File: config.mk
export PLATFORM = sky130hd
export DESIGN_NAME = current_reference
export DESIGN_NICKNAME = d
export VERILOG_FILES = /design/src/design/current_ref_pkg.sv /design/src/design/trim_select_if.sv /design/src/design/current_reference.sv /design/src/design/trim_select.sv
export SDC_FILE = /design/constraint.sdc
export NUM_CORES = 1
export LEC_CHECK = 0
export ABC_AREA = 0
export BUFFER_PORTS_ARGS = -buffer_cell sky130_fd_sc_hd__buf_2
export CAP_MARGIN = 20
export CORE_MARGIN = 2
export CORE_UTILIZATION = 49
export DETAILED_ROUTE_END_ITERATION = 12
export PLACE_DENSITY = 0.8
export SYNTH_ARGS = -nofsm -noshare
export SYNTH_HDL_FRONTEND = slang
export SYNTH_SLANG_ARGS = --single-unit
export TNS_END_PERCENT = 30
File: constraint.sdc
create_clock -name clk -period 3.7 [get_ports clk]
set_input_delay 0.185 -clock clk [delete_from_list [all_inputs] [get_ports clk]]
set_output_delay 0.185 -clock clk [all_outputs]
set_load 0.1 [all_outputs]
File: src/design/current_ref_pkg.sv
// Purpose: Shared constants and helpers for the programmable current reference control
// Assumes: Eight-bit special-function register bus, two pages sharing one address
// Notes:   Magnitude is reported in microamps as a signed two's complement value
`default_nettype none
package current_ref_pkg;

	// Register map: both registers sit at one address, told apart by page
	localparam logic [7:0] CTRL_ADDR   = 8'hb9;
	localparam logic [3:0] CTRL_PAGE   = 4'h0;
	localparam logic [7:0] CONFIG_ADDR = 8'hb9;
	localparam logic [3:0] CONFIG_PAGE = 4'hf;

	// Reset values
	localparam logic [7:0] CTRL_RESET   = 8'h00;
	localparam logic [7:0] CONFIG_RESET = 8'h00;

	// Control register fields
	localparam int SINK_BIT   = 7;
	localparam int RANGE_BIT  = 6;
	localparam int STEP_MSB   = 5;
	localparam int STEP_LSB   = 0;

	// PWM configuration register fields
	localparam int          TRIM_EN_BIT   = 7;
	localparam logic [7:0]  CONFIG_WMASK  = 8'h87;
	localparam int          SEL_MSB       = 2;
	localparam logic [2:0]  SEL_LAST      = 3'h5;
	localparam int          CHANNELS      = 6;

	// Step weights in microamps and the trim source weight in LSBs
	localparam logic [3:0] FINE_WEIGHT   = 4'h1;
	localparam logic [3:0] COARSE_WEIGHT = 4'h8;
	localparam logic [6:0] TRIM_LSBS     = 7'h02;

	// Signed output current in microamps from the live settings
	function automatic logic signed [10:0] current_of(input logic sink, input logic coarse,
		input logic [5:0] steps, input logic trim);
		logic [6:0]  units;
		logic [10:0] mag;
		units = {1'b0, steps} + (trim ? TRIM_LSBS : 7'h00);
		mag   = 11'(units) * 11'(coarse ? COARSE_WEIGHT : FINE_WEIGHT);
		if (steps == 6'h00)
			mag = 11'h000;
		return sink ? -$signed(mag) : $signed(mag);
	endfunction : current_of

endpackage : current_ref_pkg
`default_nettype wire

File: src/design/trim_select_if.sv
// Purpose: Carries trim enable, source select and channel outputs to the trim selector
// Assumes: Single clock domain, all signals synchronous
// Notes:   The selector answers with a registered trim level
`timescale 1ns/1ps
`default_nettype none
interface trim_select_if;
	logic       enable;
	logic [2:0] select;
	logic [5:0] channels;
	logic       trimOn;

	modport owner (output enable, output select, output channels, input trimOn);
	modport picker(input enable, input select, input channels, output trimOn);
endinterface : trim_select_if
`default_nettype wire

File: src/design/current_reference.sv
// Purpose: Register and control logic of the programmable current reference
// Assumes: Special-function register bus synchronous to clk; channel outputs synchronous
// Notes:   Analog controls come straight from register flops; output enable is decoded from a non-zero step count
`timescale 1ns/1ps
`default_nettype none
module current_reference (
	input  wire logic               clk,
	input  wire logic               rst_n,
	input  wire logic [7:0]         sfrAddr,
	input  wire logic [3:0]         sfrPage,
	input  wire logic               sfrWrite,
	input  wire logic               sfrRead,
	input  wire logic [7:0]         sfrWdata,
	output logic      [7:0]         sfrRdata,
	input  wire logic [5:0]         compareOut,
	output logic                    outputEnable,
	output logic                    sinkMode,
	output logic                    rangeCoarse,
	output logic      [5:0]         stepCount,
	output logic                    trimGate,
	output logic signed [10:0]      currentMicroamps
);
	logic [7:0] ctrlReg;
	logic [7:0] configReg;
	logic       hitCtrl;
	logic       hitConfig;
	logic [7:0] readMux;

	trim_select_if trimBus();

	// Decode: the page tells the two same-address registers apart
	assign hitCtrl   = (sfrAddr == current_ref_pkg::CTRL_ADDR) && (sfrPage == current_ref_pkg::CTRL_PAGE);
	assign hitConfig = (sfrAddr == current_ref_pkg::CONFIG_ADDR) && (sfrPage == current_ref_pkg::CONFIG_PAGE);

	// Control register, all bits writable
	always_ff @(posedge clk or negedge rst_n)
	begin
		if (!rst_n)
			ctrlReg <= current_ref_pkg::CTRL_RESET;
		else if (sfrWrite && hitCtrl)
			ctrlReg <= sfrWdata;
	end

	// Configuration register; unused bits never store, so they always read zero
	always_ff @(posedge clk or negedge rst_n)
	begin
		if (!rst_n)
			configReg <= current_ref_pkg::CONFIG_RESET;
		else if (sfrWrite && hitConfig)
			configReg <= sfrWdata & current_ref_pkg::CONFIG_WMASK;
	end

	// Read data: unmapped addresses read zero
	assign readMux = hitCtrl   ? ctrlReg :
	                 hitConfig ? configReg : 8'h00;

	// Registered so the bus sees stable data one edge after the strobe
	always_ff @(posedge clk or negedge rst_n)
	begin
		if (!rst_n)
			sfrRdata <= 8'h00;
		else if (sfrRead)
			sfrRdata <= readMux;
	end

	// Controls straight from register flops; enable decoded from a non-zero step count
	assign sinkMode     = ctrlReg[current_ref_pkg::SINK_BIT];
	assign rangeCoarse  = ctrlReg[current_ref_pkg::RANGE_BIT];
	assign stepCount    = ctrlReg[current_ref_pkg::STEP_MSB:current_ref_pkg::STEP_LSB];
	assign outputEnable = (stepCount != 6'h00);

	// Trim path: software is trusted not to write reserved codes, still made safe
	assign trimBus.enable   = configReg[current_ref_pkg::TRIM_EN_BIT];
	assign trimBus.select   = configReg[current_ref_pkg::SEL_MSB:0];
	assign trimBus.channels = compareOut;
	assign trimGate         = trimBus.trimOn;

	trim_select picker (
		.clk   (clk),
		.rst_n (rst_n),
		.sel   (trimBus)
	);

	// Nominal output, for the analog model and for software visibility in test
	assign currentMicroamps = current_ref_pkg::current_of(sinkMode, rangeCoarse, stepCount, trimGate);

	// Assertions
	property p_fine_weight;
		@(posedge clk) disable iff (!rst_n)
		(!rangeCoarse && !sinkMode && !trimGate) |-> (currentMicroamps == $signed({5'h00, stepCount}));
	endproperty
	a_fine_weight: assert property (p_fine_weight) else $error("Fine step weight wrong");

	property p_coarse_weight;
		@(posedge clk) disable iff (!rst_n)
		(rangeCoarse && !sinkMode && !trimGate) |-> (currentMicroamps == $signed({2'h0, stepCount, 3'h0}));
	endproperty
	a_coarse_weight: assert property (p_coarse_weight) else $error("Coarse step weight wrong");

	property p_zero_off;
		@(posedge clk) disable iff (!rst_n)
		(stepCount == 6'h00) |-> (!outputEnable && currentMicroamps == 11'sh000);
	endproperty
	a_zero_off: assert property (p_zero_off) else $error("Zero count left output on");

	property p_write_zero;
		@(posedge clk) disable iff (!rst_n)
		(sfrWrite && hitCtrl && sfrWdata == 8'h00) |=> !outputEnable;
	endproperty
	a_write_zero: assert property (p_write_zero) else $error("Write of zero did not disable");

	property p_sink_sign;
		@(posedge clk) disable iff (!rst_n)
		outputEnable |-> (sinkMode ? currentMicroamps < 0 : currentMicroamps > 0);
	endproperty
	a_sink_sign: assert property (p_sink_sign) else $error("Direction sign wrong");

	property p_trim_equiv;
		@(posedge clk) disable iff (!rst_n)
		(outputEnable && trimGate && stepCount[1:0] == 2'b00) |->
			(currentMicroamps == current_ref_pkg::current_of(sinkMode, rangeCoarse, {stepCount[5:2], 2'b10}, 1'b0));
	endproperty
	a_trim_equiv: assert property (p_trim_equiv) else $error("Trim not worth two LSBs");

	property p_trim_route;
		@(posedge clk) disable iff (!rst_n)
		(trimBus.enable && trimBus.select <= 3'h5) |=> (trimGate == $past(compareOut[trimBus.select]));
	endproperty
	a_trim_route: assert property (p_trim_route) else $error("Trim channel not routed");

	property p_trim_off;
		@(posedge clk) disable iff (!rst_n)
		!trimBus.enable |=> !trimGate;
	endproperty
	a_trim_off: assert property (p_trim_off) else $error("Trim active while disabled");

	property p_unused_zero;
		@(posedge clk) disable iff (!rst_n)
		configReg[6:3] == 4'h0;
	endproperty
	a_unused_zero: assert property (p_unused_zero) else $error("Unused config bits stored");

	property p_update_next;
		@(posedge clk) disable iff (!rst_n)
		(sfrWrite && hitCtrl) |=> (stepCount == $past(sfrWdata[5:0]) && sinkMode == $past(sfrWdata[7]));
	endproperty
	a_update_next: assert property (p_update_next) else $error("Control change not on next edge");

	property p_reserved_plain;
		@(posedge clk) disable iff (!rst_n)
		(trimBus.select > 3'h5) |=> (currentMicroamps == current_ref_pkg::current_of(sinkMode, rangeCoarse, stepCount, 1'b0));
	endproperty
	a_reserved_plain: assert property (p_reserved_plain) else $error("Reserved code drove trim");

	// Range bit must reach the analog section on the same edge as the step count
	property p_range_follow;
		@(posedge clk) disable iff (!rst_n)
		(sfrWrite && hitCtrl) |=> (rangeCoarse == $past(sfrWdata[6]));
	endproperty
	a_range_follow: assert property (p_range_follow) else $error("Range change not on next edge");

	property p_enable_nonzero;
		@(posedge clk) disable iff (!rst_n)
		(stepCount != 6'h00) |-> outputEnable;
	endproperty
	a_enable_nonzero: assert property (p_enable_nonzero) else $error("Non-zero count left output off");

	property p_sink_magnitude;
		@(posedge clk) disable iff (!rst_n)
		(outputEnable && sinkMode && !rangeCoarse && !trimGate) |-> (currentMicroamps == -$signed({5'h00, stepCount}));
	endproperty
	a_sink_magnitude: assert property (p_sink_magnitude) else $error("Sink magnitude wrong");

	property p_trim_magnitude;
		@(posedge clk) disable iff (!rst_n)
		(outputEnable && trimGate && !sinkMode && !rangeCoarse) |-> (currentMicroamps == $signed({5'h00, stepCount}) + 11'sd2);
	endproperty
	a_trim_magnitude: assert property (p_trim_magnitude) else $error("Trim source not two steps");

	// Only the enable and select bits may ever store
	property p_config_write;
		@(posedge clk) disable iff (!rst_n)
		(sfrWrite && hitConfig) |=> (configReg == {$past(sfrWdata[7]), 4'h0, $past(sfrWdata[2:0])});
	endproperty
	a_config_write: assert property (p_config_write) else $error("Config write stored wrong bits");

	property p_config_keep;
		@(posedge clk) disable iff (!rst_n)
		!(sfrWrite && hitConfig) |=> $stable(configReg);
	endproperty
	a_config_keep: assert property (p_config_keep) else $error("Config changed without a write");

	// Read data is the register as it stood at the strobe edge
	property p_read_ctrl;
		@(posedge clk) disable iff (!rst_n)
		(sfrRead && hitCtrl) |=> (sfrRdata == $past(ctrlReg));
	endproperty
	a_read_ctrl: assert property (p_read_ctrl) else $error("Control read data wrong");

	property p_read_config;
		@(posedge clk) disable iff (!rst_n)
		(sfrRead && hitConfig) |=> (sfrRdata == $past(configReg));
	endproperty
	a_read_config: assert property (p_read_config) else $error("Config read data wrong");

	property p_read_hold;
		@(posedge clk) disable iff (!rst_n)
		!sfrRead |=> $stable(sfrRdata);
	endproperty
	a_read_hold: assert property (p_read_hold) else $error("Read data moved without a strobe");

	// Main scenarios
	c_sink_coarse: cover property (@(posedge clk) disable iff (!rst_n) outputEnable && sinkMode && rangeCoarse);
	c_trim_active: cover property (@(posedge clk) disable iff (!rst_n) outputEnable && trimGate);
	c_disable:     cover property (@(posedge clk) disable iff (!rst_n) outputEnable ##1 !outputEnable);
	c_read_config: cover property (@(posedge clk) disable iff (!rst_n) sfrRead && hitConfig);
	c_reserved_code: cover property (@(posedge clk) disable iff (!rst_n) trimBus.enable && trimBus.select > 3'h5);

endmodule : current_reference
`default_nettype wire

File: src/design/trim_select.sv
// Purpose: Picks one compare/PWM channel as the fine trim gate
// Assumes: Channel outputs are synchronous to clk
// Notes:   Reserved select codes yield a constantly low trim gate
`timescale 1ns/1ps
`default_nettype none
module trim_select (
	input  wire logic      clk,
	input  wire logic      rst_n,
	trim_select_if.picker  sel
);
	logic legalCode;
	logic pickedLevel;

	// Codes past the last channel select nothing
	assign legalCode   = (sel.select <= current_ref_pkg::SEL_LAST);
	assign pickedLevel = legalCode ? sel.channels[sel.select] : 1'b0;

	// Registered so the gate is glitch free toward the analog source
	always_ff @(posedge clk or negedge rst_n)
	begin
		if (!rst_n)
			sel.trimOn <= 1'b0;
		else
			sel.trimOn <= sel.enable && pickedLevel;
	end

	property p_reserved_low;
		@(posedge clk) disable iff (!rst_n)
		(sel.select > current_ref_pkg::SEL_LAST) |=> !sel.trimOn;
	endproperty
	a_reserved_low: assert property (p_reserved_low) else $error("Reserved select gave trim");

endmodule : trim_select
`default_nettype wire

==> results by stage, run 1 <==
Floorplan:
- The die footprint is 0.003599 mm².
- In this run the count of I/O pins placed on the die edge is 59.
- The initial utilization of the core area, before any placement, comes to 0.5074.
- The region available for standard cell placement spans 0.003028 mm².
- The height of the die is roughly 60 µm.
- The floorplan has 20 rows.
- The die is 60.00 µm wide.

CTS:
- TritonCTS built the clock tree.
- After clock tree synthesis, the clock-pin slew on the worst setup and hold paths is 120 ps.
- The count of clock tree sinks is 21.
- The TritonCTS buffer count is 3.
- The library cell used as clock root buffer is sky130_fd_sc_hd__clkbuf_4.
- In this run the number of H-tree levels came out at 1.
- The clock latency at the later pin of the worst-skew pair is 300 ps.
- The clock passes through at most 2 buffers.

Finish:
- The utilization of the core after routing is 0.7041.
- The finished layout holds 269 standard cells, fillers aside.
- The layout cell share with drive strength beyond 1 is 0.4933.
- For this run, the post-layout net count is between 200 and 300.
- Relative to the synthesized area, the layout overhead comes to 38.76%.
- The repair_antennas step left the layout with diodes totalling 0.

STA:
- The final critical-path share of the clock period is 1.013.
- The final worst setup slack is -46.77 ps.
- For this run, the top clock speed supported by timing is 266.9 MHz.
- In the final timing run, aggregate negative setup slack is -46.77 ps.
- The final number of max-transition violations is 0.
- Setup repair after global routing could not meet its margin everywhere.
- Between clock sinks in the finished design, the worst skew comes to 6.410 ps.
- Setup violations remaining at the end of the flow were counted as 1.
- The final critical delay including setup and external delays is ~3700 ps.
- The count of final hold-check violations is 0.

GRT:
- The via count of the first global-routing pass was between 1,000 and 1,500.
- Entering global routing, the biggest net connects 22 pins.
- In the global route stage, overall resource usage came out at 0.2213.
- The initial antenna violation count was 0.
- The total overflow left after global routing is 0.
- The first global-routing pass estimated 5.968 mm of wire.

Placement:
- The half-perimeter wire length after placement is approximately 2.8 mm.
- The count of input and output buffers is 58.
- Counting tap cells, the placed design contains a total of 261 instances.
- At the end of routability-driven placement, the weighted congestion stood at 0.7934.

Synthesis:
- Counting flops and latches in the post-synthesis netlist gives 21.
- The mean cell area of the mapped netlist is 9.426 µm².
- The mapped netlist covers between 0.0015 and 0.002 mm².
- Of all flip-flops after synthesis, the portion carrying an async set or reset was 1.000.
- For this run, the number of Yosys warnings is 0.
- The most used flip-flop cell after synthesis is sky130_fd_sc_hd__dfrtp_1.
- The share of synthesized area occupied by flip-flops and latches is 0.3420.
- Yosys mapped the design onto 45 distinct sky130hd cell types.
- The number of flops mapped to enable cells by yosys is 0.
- The instance count of the mapped netlist is 163.

Routing:
- The post-detailed-route count of antenna-violating nets is 0.
- The routed length per instance is approximately 14 µm.
- For this block, the routed nets add up to 3.652 mm of wire.
- The post-detailed-route DRC marker count is 0.
- In the routed layout, each cell is associated on average with a via count of between 5 and 6.
- The total via count in the routed design is 1,434.
- The first detailed-routing pass ran for 4 iterations.
- In this run, the number of DRC markers left after iteration 0 of detailed routing was 40.

Setup path:
- STA classifies the critical path startpoint as a register.
- Data on the critical path is required at its endpoint by 3510 ps.
- The setup slack of the worst register-to-register path is 2450 ps.
- The capture point of the worst path is currentMicroamps[9].
- The worst register-to-register path ends at picker.sel.trimOn.
- The type of the worst setup path is reg -> out.
- The worst reg-to-reg path cell count is 3.
- The category of the worst setup path capture point is an output port.
- The startpoint identified for the worst register-to-register timing path is configReg[0].
- At the worst endpoint, the arrival time is 3560 ps.
- The maximum net fanout on the critical path is 3.
- Tracing the worst setup path back leads to its startpoint at picker.sel.trimOn.

Run:
- The tool flagged a number of max-cap violations equal to 0.

Status:
- The run finished, with violations left.
- The final reports fail on negative setup slack.

Min path:
- The type of the most critical hold path is in -> reg.

Power and ir drop:
- The worst-case IR drop observed on VDD is ~0.00015 V.
- The power per cell area is 200.7 mW/mm².
- The static leakage is 1.020 nW.
[critical path, stage by stage, from the launching register on]
cell	delay [ps]
sky130_fd_sc_hd__dfrtp_4	500
sky130_fd_sc_hd__ha_4	160
sky130_fd_sc_hd__and3_4	190
sky130_fd_sc_hd__xor2_2	150
sky130_fd_sc_hd__mux2_4	290
sky130_fd_sc_hd__ha_4	170
sky130_fd_sc_hd__fa_2	450
sky130_fd_sc_hd__nor3_4	150
sky130_fd_sc_hd__a21oi_1	80
sky130_fd_sc_hd__or2_1	240
sky130_fd_sc_hd__o41a_1	500
sky130_fd_sc_hd__xnor2_4	180
sky130_fd_sc_hd__buf_12	190
[cells in the mapped netlist (2+ instances only)]
| library cell | instances | share of area |
|---|---|---|
| sky130_fd_sc_hd__dfrtp_1 | 21 | 0.34 |
| sky130_fd_sc_hd__mux2_2 | 14 | 0.10 |
| sky130_fd_sc_hd__inv_1 | 7 | 0.017 |
| sky130_fd_sc_hd__clkbuf_1 | 3 | 0.0073 |
| sky130_fd_sc_hd__xor2_1 | 4 | 0.023 |
| sky130_fd_sc_hd__and2_1 | 2 | 0.0081 |
| sky130_fd_sc_hd__a22oi_1 | 4 | 0.020 |
| sky130_fd_sc_hd__nand3_1 | 8 | 0.026 |
| sky130_fd_sc_hd__and3_1 | 4 | 0.016 |
| sky130_fd_sc_hd__nor2b_1 | 2 | 0.0081 |
| sky130_fd_sc_hd__nand2_1 | 4 | 0.0098 |
| sky130_fd_sc_hd__nor2_1 | 21 | 0.051 |
| sky130_fd_sc_hd__ha_1 | 8 | 0.065 |
| sky130_fd_sc_hd__a211oi_1 | 2 | 0.0098 |
| sky130_fd_sc_hd__nand2b_1 | 2 | 0.0081 |
| sky130_fd_sc_hd__a31oi_1 | 2 | 0.0081 |
| sky130_fd_sc_hd__xnor2_1 | 9 | 0.051 |
| sky130_fd_sc_hd__mux2i_1 | 3 | 0.020 |
| sky130_fd_sc_hd__buf_6 | 2 | 0.015 |
| sky130_fd_sc_hd__nor3_1 | 3 | 0.0098 |
| sky130_fd_sc_hd__nand4_1 | 3 | 0.012 |
| sky130_fd_sc_hd__o21ai_0 | 5 | 0.016 |
| sky130_fd_sc_hd__a21oi_1 | 8 | 0.026 |
[cell type report]
| type | count | area (µm²) |
|---|---|---|
| clock buffers | 3 | 22.52 |
| clock inverters | 1 | 5.005 |
| fillers | 252 | 895.9 |
| inverters | 8 | 30.03 |
| multi-input cells | 130 | 1111 |
| flip-flops and latches | 21 | 540.5 |
| well taps | 44 | 55.05 |
| repair buffers | 62 | 367.9 |
[sequential cells by signal, summed over array words and instances (netlist names)]
register / flops
ctrlReg: 8
sfrRdata: 8
configReg: 4
picker.sel.trimOn: 1
[layout by cell type (no fill, tap or decap), types with 2 or more instances in the layout]
cell / count
sky130_fd_sc_hd__buf_12: 3
sky130_fd_sc_hd__nand3_1: 8
sky130_fd_sc_hd__xnor2_1: 2
sky130_fd_sc_hd__xnor2_2: 5
sky130_fd_sc_hd__inv_1: 7
sky130_fd_sc_hd__nand4_1: 3
sky130_fd_sc_hd__nand2_1: 4
sky130_fd_sc_hd__mux2_2: 13
sky130_fd_sc_hd__buf_4: 3
sky130_fd_sc_hd__dfrtp_4: 3
sky130_fd_sc_hd__ha_4: 2
sky130_fd_sc_hd__a21oi_2: 2
sky130_fd_sc_hd__ha_2: 2
sky130_fd_sc_hd__buf_2: 55
sky130_fd_sc_hd__nor2_1: 21
sky130_fd_sc_hd__dfrtp_1: 15
sky130_fd_sc_hd__a211oi_1: 2
sky130_fd_sc_hd__nand2b_1: 2
sky130_fd_sc_hd__o21ai_1: 2
sky130_fd_sc_hd__clkbuf_4: 3
sky130_fd_sc_hd__conb_1: 4
sky130_fd_sc_hd__ha_1: 4
sky130_fd_sc_hd__a22oi_1: 4
sky130_fd_sc_hd__and2_1: 2
sky130_fd_sc_hd__nor3_1: 2
sky130_fd_sc_hd__and3_1: 3
sky130_fd_sc_hd__o21ai_0: 4
sky130_fd_sc_hd__xnor2_4: 2
sky130_fd_sc_hd__nor2b_1: 2
sky130_fd_sc_hd__xor2_1: 3
sky130_fd_sc_hd__mux2i_1: 3
sky130_fd_sc_hd__dfrtp_2: 3
sky130_fd_sc_hd__a21oi_1: 6
[worst min-delay path by stage]
| stage | startpoint | end | slack (ps) | cells past startpoint |
|---|---|---|---|---|
| after global routing | sfrWdata[6] | ctrlReg[6] | 60 | 2 |
| after floorplan | rst_n | configReg[0] | -110 | 0 |
| final | sfrWdata[6] | ctrlReg[6] | 90 | 2 |
| after global placement | rst_n | sfrRdata[2] | 160 | 1 |
| after detailed placement | rst_n | sfrRdata[2] | 170 | 1 |
| after CTS | sfrWdata[6] | ctrlReg[6] | 80 | 2 |
[cell families (layout without fill, tap and decap cells)]
logic type,after synthesis,count (layout),share of synthesized area
AO/OA/AOI/OAI,27,27,0.1124
XOR/XNOR,13,13,0.07410
adder cells (fa/ha/maj),9,9,0.07818
buffers and inverters,15,74,0.04967
flip-flops,21,21,0.3420
multiplexers,19,19,0.1441
other,1,4,0.002441
AND/OR/NAND/NOR,58,58,0.1971
[power breakdown]
group	switching [W]	internal [W]	leakage, nW	total, W
Sequential	0.00000279	0.000233	0.276	0.000236
Combinational	0.0000574	0.0000262	0.725	0.0000836
Clock	0.0000683	0.0000403	0.0177	0.000109
Total	0.000129	0.000299	1.02	0.000428
[routing by layer]
layer	routed length, µm	GRT usage	up-vias	part of all wire
li1	-	-	695	-
met1	1526	0.2590	689	0.42
met2	1906	0.4006	42	0.52
met3	158	0.03896	8	0.043
met4	61	0.07937	0	0.017
met5	0	0	-	0
[what timing repair did]
item,4_1_cts,5_1_grt
hold buffers,1,0
setup buffers,3,0
endpoints found under the hold margin,21,0
pin swaps,7,3
gates cloned,0,0
gates resized for setup,12,2
setup endpoints to repair,5,3
[stage by stage]
stage	area, µm²	hold WS (ps)	total power, W	worst slack [ps]
6_report	2132	92.01	0.0004280	-46.77
5_1_grt	2132	60.37	0.0004510	-175.2
4_1_cts	2125	80.52	0.0004343	-35.82
3_5_place_dp	1994	169.9	0.0003194	49.15
3_3_place_gp	1994	159.2	0.0003185	132.1
2_1_floorplan	1652	-110.6	0.0002926	-315.0
Power figures use the tool's default switching activity.
==> run 2, diff against run 1 <==
--- a/config.mk
+++ b/config.mk
@@ -5,13 +5,13 @@
 export SDC_FILE = /design/constraint.sdc
 export NUM_CORES = 1
 export LEC_CHECK = 0
-export ABC_AREA = 0
+export ABC_AREA = 1
 export BUFFER_PORTS_ARGS = -buffer_cell sky130_fd_sc_hd__buf_2
 export CAP_MARGIN = 20
 export CORE_MARGIN = 2
 export CORE_UTILIZATION = 49
 export DETAILED_ROUTE_END_ITERATION = 12
-export PLACE_DENSITY = 0.8
+export PLACE_DENSITY = 0.79
 export SYNTH_ARGS = -nofsm -noshare
 export SYNTH_HDL_FRONTEND = slang
 export SYNTH_SLANG_ARGS = --single-unit
==> constraint.sdc (replaced) <==
create_clock -name clk -period 3.75 [get_ports clk]
set_input_delay 0.1875 -clock clk [delete_from_list [all_inputs] [get_ports clk]]
set_output_delay 0.1875 -clock clk [all_outputs]
set_load 0.1 [all_outputs]
==> run 2 against run 1 <==
Net effect:
- the flow now finishes without violations
- final cell count up 23%
- sequential share of layout area down 0.44 points
- largest power group unchanged
- critical path depth up 2
- via count up 18%
==> results by stage, run 2 <==
GRT:
- The combined global-route utilization of all metal layers is 0.2279 (+0.006626).
- The met1 routing resource usage after global routing is 0.2945 (+0.03556).
- The first-pass GRT wire length is 6.513 mm (+9.1%).
- The global routing met2 resource utilization is 0.3936 (-0.007004).
- The initial antenna violation count is 0 (unchanged).
- The layer with the highest usage after global routing is met2.
- The maximum number of pins on one net before global-route repair came to 22 (unchanged).
- The total congestion overflow was 0 (unchanged).
- The via count of the first global-routing pass was 1,577 (+14%).
- The global-route track usage on met3 was 0.04832 (+0.009358).

STA:
- The measured slew at the worst slew-check pin is 721.5 ps.
- The worst clock skew is 14.38 ps (+7.973 ps).
- Static timing analysis puts the maximum clock frequency at about 290 MHz.
- The final worst setup slack is 249.2 ps (+295.9 ps).
- The final number of max-transition violations came to 0 (unchanged).
- Of the available clock period, the critical path in the final layout requires 0.9336.
- The total negative slack came to 0 ps (+46.77 ps).
- The final critical delay including setup and external delays is 3501 ps.
- The count of final hold-check violations is 0 (unchanged).
- The number of setup violations in the final report is 0 (-1).
- The normalized max-slew margin is 0.5172.
- Setup repair after global routing left no endpoint under its margin.

Synthesis:
- The number of flops mapped to enable cells by yosys came to 0 (unchanged).
- The instance count of the mapped netlist was 227 (+39%).
- The post-synth design cell area was 0.001610 mm² (+4.8%).
- The most common cell in the netlist is sky130_fd_sc_hd__nand2_1.
- The distinct cell type count of the synthesized netlist is 30 (-33%).
- The number of flip-flops and latches in the synthesized netlist was 21 (unchanged).
- By area the synthesized netlist is led by sky130_fd_sc_hd__dfrtp_1, sky130_fd_sc_hd__nand2_1, sky130_fd_sc_hd__inv_1, sky130_fd_sc_hd__ha_1, sky130_fd_sc_hd__nand3_1.
- The proportion of netlist area held by the largest area contributor was 0.3263 (-0.01568).
- The commonest cells after synthesis are sky130_fd_sc_hd__nand2_1, sky130_fd_sc_hd__inv_1, sky130_fd_sc_hd__dfrtp_1.
- The largest total area in the synthesized netlist belongs to sky130_fd_sc_hd__dfrtp_1.
- The proportion of register bits with asynchronous set or reset after synthesis is 1.000 (unchanged).
- Among all flip-flop cells after synthesis, the most frequent one is sky130_fd_sc_hd__dfrtp_1.
- The number of warnings printed during yosys synthesis is 0 (unchanged).
- The mean cell area of the mapped netlist is 7.094 µm² (-25%).
- The share of synthesized area occupied by flip-flops and latches was 0.3263 (-0.01568).

Setup path:
- The type of the worst setup path is reg -> out.
- The data arrival time of the worst path came to 3310 ps (-250 ps).
- The maximum net fanout on the critical path is 5 (+2).
- The endpoint required time on the critical path is 3560 ps (+50 ps).
- The category of the worst setup path capture point is an output port.
- The startpoint type of the worst setup path is a register.

Finish:
- The library cells used most frequently in the layout, excluding fill and tap cells, are sky130_fd_sc_hd__nand2_1, sky130_fd_sc_hd__buf_2, sky130_fd_sc_hd__inv_1.
- The utilization of the core after routing came to 0.6902 (-0.01389).
- The layout cell share with drive strength beyond 1 is 0.3007 (-0.1926).
- The area occupied by multi-input gates is 0.001042 mm² (-6.2%).
- The number of filler instances in the final layout is 286 (+13%).
- The finished layout cell area came to 0.002125 mm² (-0.35%).
- The post-layout net count came to 326 (+23%).
- The largest registers in the layout are ctrlReg: 8 flops, sfrRdata: 8 flops, configReg: 4 flops.
- The total inserted antenna cells is 0 (unchanged).
- The area growth from synthesis to layout is 31.93%.
- The most frequent standard cell in the layout excluding fill and tap cells is sky130_fd_sc_hd__nand2_1.
- The sequential cell area is 529.3 µm² (-2.1%).

Power and ir drop:
- The net load switching power is 0.0001323 W (+2.9%).
- The clock network fraction of design power is 0.261 (+0.007).
- The portion of total power attributed to sequential cells is 0.546 (-0.005).
- The total power is 0.0004262 W (-0.43%).
- The part of the power in combinational logic came to 0.192 (-0.003).
- The switching power as a share of total power came to 0.3105 (+0.01012).
- The static leakage was 1.148 nW (+13%).
- The cell-internal power was 0.0002938 W (-1.9%).
- The power per cell area is 200.6 mW/mm² (about the same).
- The maximum vdd ir drop is 0.0001332 V (-11%).

Floorplan:
- The starting utilization of the core area came to 0.5232 (+0.01573).
- The count of boundary I/O pins is 59 (unchanged).
- The core region area came to 0.003078 mm² (+1.7%).
- The width of the die is 61.33 µm (+2.2%).
- The height of the die was 61.33 µm (+2.2%).
- The die footprint came to 0.003761 mm² (+4.5%).
- The number of placement rows is 20 (unchanged).

Placement:
- The half-perimeter wire length after placement was 3.015 mm (+9.3%).
- The placed instance area is 0.002043 mm² (+2.4%).
- The worst setup slack after placement is 373.9 ps (+324.7 ps).
- The count of input and output buffers is 58 (unchanged).
- The last weighted congestion value of the routability-driven placer was 0.8901 (+12%).

Routing:
- The ratio of routed vias to standard cells was 5.106 (-4.2%).
- The routed length per instance is 11.07 µm (-18%).
- The number of violations reported at the end of detailed-routing iteration 0 is 30 (-25%).
- The post-detailed-route count of antenna-violating nets is 0 (unchanged).
- The post-detailed-route DRC marker count is 0 (unchanged).
- The routed wire length is 3.653 mm (about the same).
- The total via count in the routed design is 1,685 (+18%).
- The number of iterations in the first detailed-routing pass was 4 (unchanged).

CTS:
- The count of clock tree sinks was 21 (unchanged).
- The library cell used as clock root buffer is sky130_fd_sc_hd__clkbuf_4.
- The clock tree from TritonCTS is built.
- The number of buffers on the longest clock path is 2 (unchanged).
- The clock slew seen by the registers of the worst setup and hold paths came to 130 ps (about the same).
- The TritonCTS buffer count is 3 (unchanged).
- The number of H-tree levels is 1 (unchanged).
- The clock latency at the later pin of the worst-skew pair was 310 ps (about the same).

Run:
- The count of maximum capacitance violations came to 0 (unchanged).

Status:
- The run finished with clean final reports.

Min path:
- The type of the most critical hold path is in -> reg.
==> run 2: cell count changes after synthesis, moves of 4 or more <==
cell | before | now
sky130_fd_sc_hd__xnor2_1 | 9 | 1
sky130_fd_sc_hd__xor2_1 | 4 | 8
sky130_fd_sc_hd__and3_1 | 4 | 0
sky130_fd_sc_hd__nand2_1 | 4 | 65
sky130_fd_sc_hd__nor2_1 | 21 | 16
sky130_fd_sc_hd__a22oi_1 | 4 | 0
sky130_fd_sc_hd__nand3_1 | 8 | 20
sky130_fd_sc_hd__inv_1 | 7 | 28
sky130_fd_sc_hd__mux2_2 | 14 | 0
sky130_fd_sc_hd__o21ai_0 | 5 | 15
==> run 2: cells by family after synthesis <==
family,Yosys count,share of synthesized area
AND/OR/NAND/NOR,118,0.3380
buffers and inverters,35,0.09324
AO/OA/AOI/OAI,34,0.1166
flip-flops,21,0.3263
XOR/XNOR,9,0.04895
adder cells (fa/ha/maj),9,0.07460
other,1,0.002329
==> run 2: through the flow <==
step           cells  hold WS (ps)
2_1_floorplan    230        -108.1
3_3_place_gp     325         160.2
3_5_place_dp     325         162.2
4_1_cts          330         90.34
5_1_grt          330         97.96
6_report         330         93.38
==> run 2: timing repair <==
item / 4_1_cts / 5_1_grt
setup buffers: 0 / 0
setup endpoints to repair: 0 / 5
hold buffers: 1 / 0
endpoints found under the hold margin: 21 / 0
resized for setup: 0 / 11
==> run 2: metal layers <==
metal,wire [µm],vias to the layer above
met5,0,-
met3,167,4
met4,19,0
met2,1851,47
met1,1614,785
li1,-,849
==> run 2: critical path, cell delays in order (launching register included) <==
cell and delay (ps):
sky130_fd_sc_hd__dfrtp_2 450, sky130_fd_sc_hd__ha_1 240, sky130_fd_sc_hd__ha_2 210, sky130_fd_sc_hd__xnor2_2 140, sky130_fd_sc_hd__nor2_1 60, sky130_fd_sc_hd__ha_1 210
sky130_fd_sc_hd__ha_1 210, sky130_fd_sc_hd__fa_2 410, sky130_fd_sc_hd__xor2_1 180, sky130_fd_sc_hd__nand2_2 120, sky130_fd_sc_hd__nand4_1 140, sky130_fd_sc_hd__o21ai_4 260
sky130_fd_sc_hd__nand3b_1 120, sky130_fd_sc_hd__nand2_2 100, sky130_fd_sc_hd__buf_12 170
==> run 2: final timing paths <==
kind / start / depth (start not counted) / slack (ps) / endpoint
setup reg to reg: configReg[0] / 4 / 2470 / picker.sel.trimOn
hold reg to reg: sfrRdata[5] / 2 / 500 / sfrRdata[5]
min in group asynchronous: rst_n / 2 / 360 / configReg[2]
max in group asynchronous: rst_n / 2 / 3030 / picker.sel.trimOn
hold / removal: sfrWdata[4] / 3 / 90 / ctrlReg[4]
setup / recovery: ctrlReg[1] / 14 / 250 / currentMicroamps[9]
==> run 2: layout make-up <==
cell class,instances,area share
well taps,44,0.02591
clock buffers,3,0.01060
inverters,28,0.04947
flip-flops and latches,21,0.2491
multi-input cells,174,0.4906
repair buffers,59,0.1708
clock inverters,1,0.003534
==> run 2: power by group through the flow <==
stage          clock (W)  sequential, W  combinational (W)
6_report        0.000111       0.000233          0.0000820
5_1_grt         0.000126       0.000233          0.0000897
4_1_cts         0.000114       0.000233          0.0000817
3_5_place_dp           0       0.000237          0.0000806
3_3_place_gp           0       0.000237          0.0000796
2_1_floorplan          0       0.000261          0.0000281
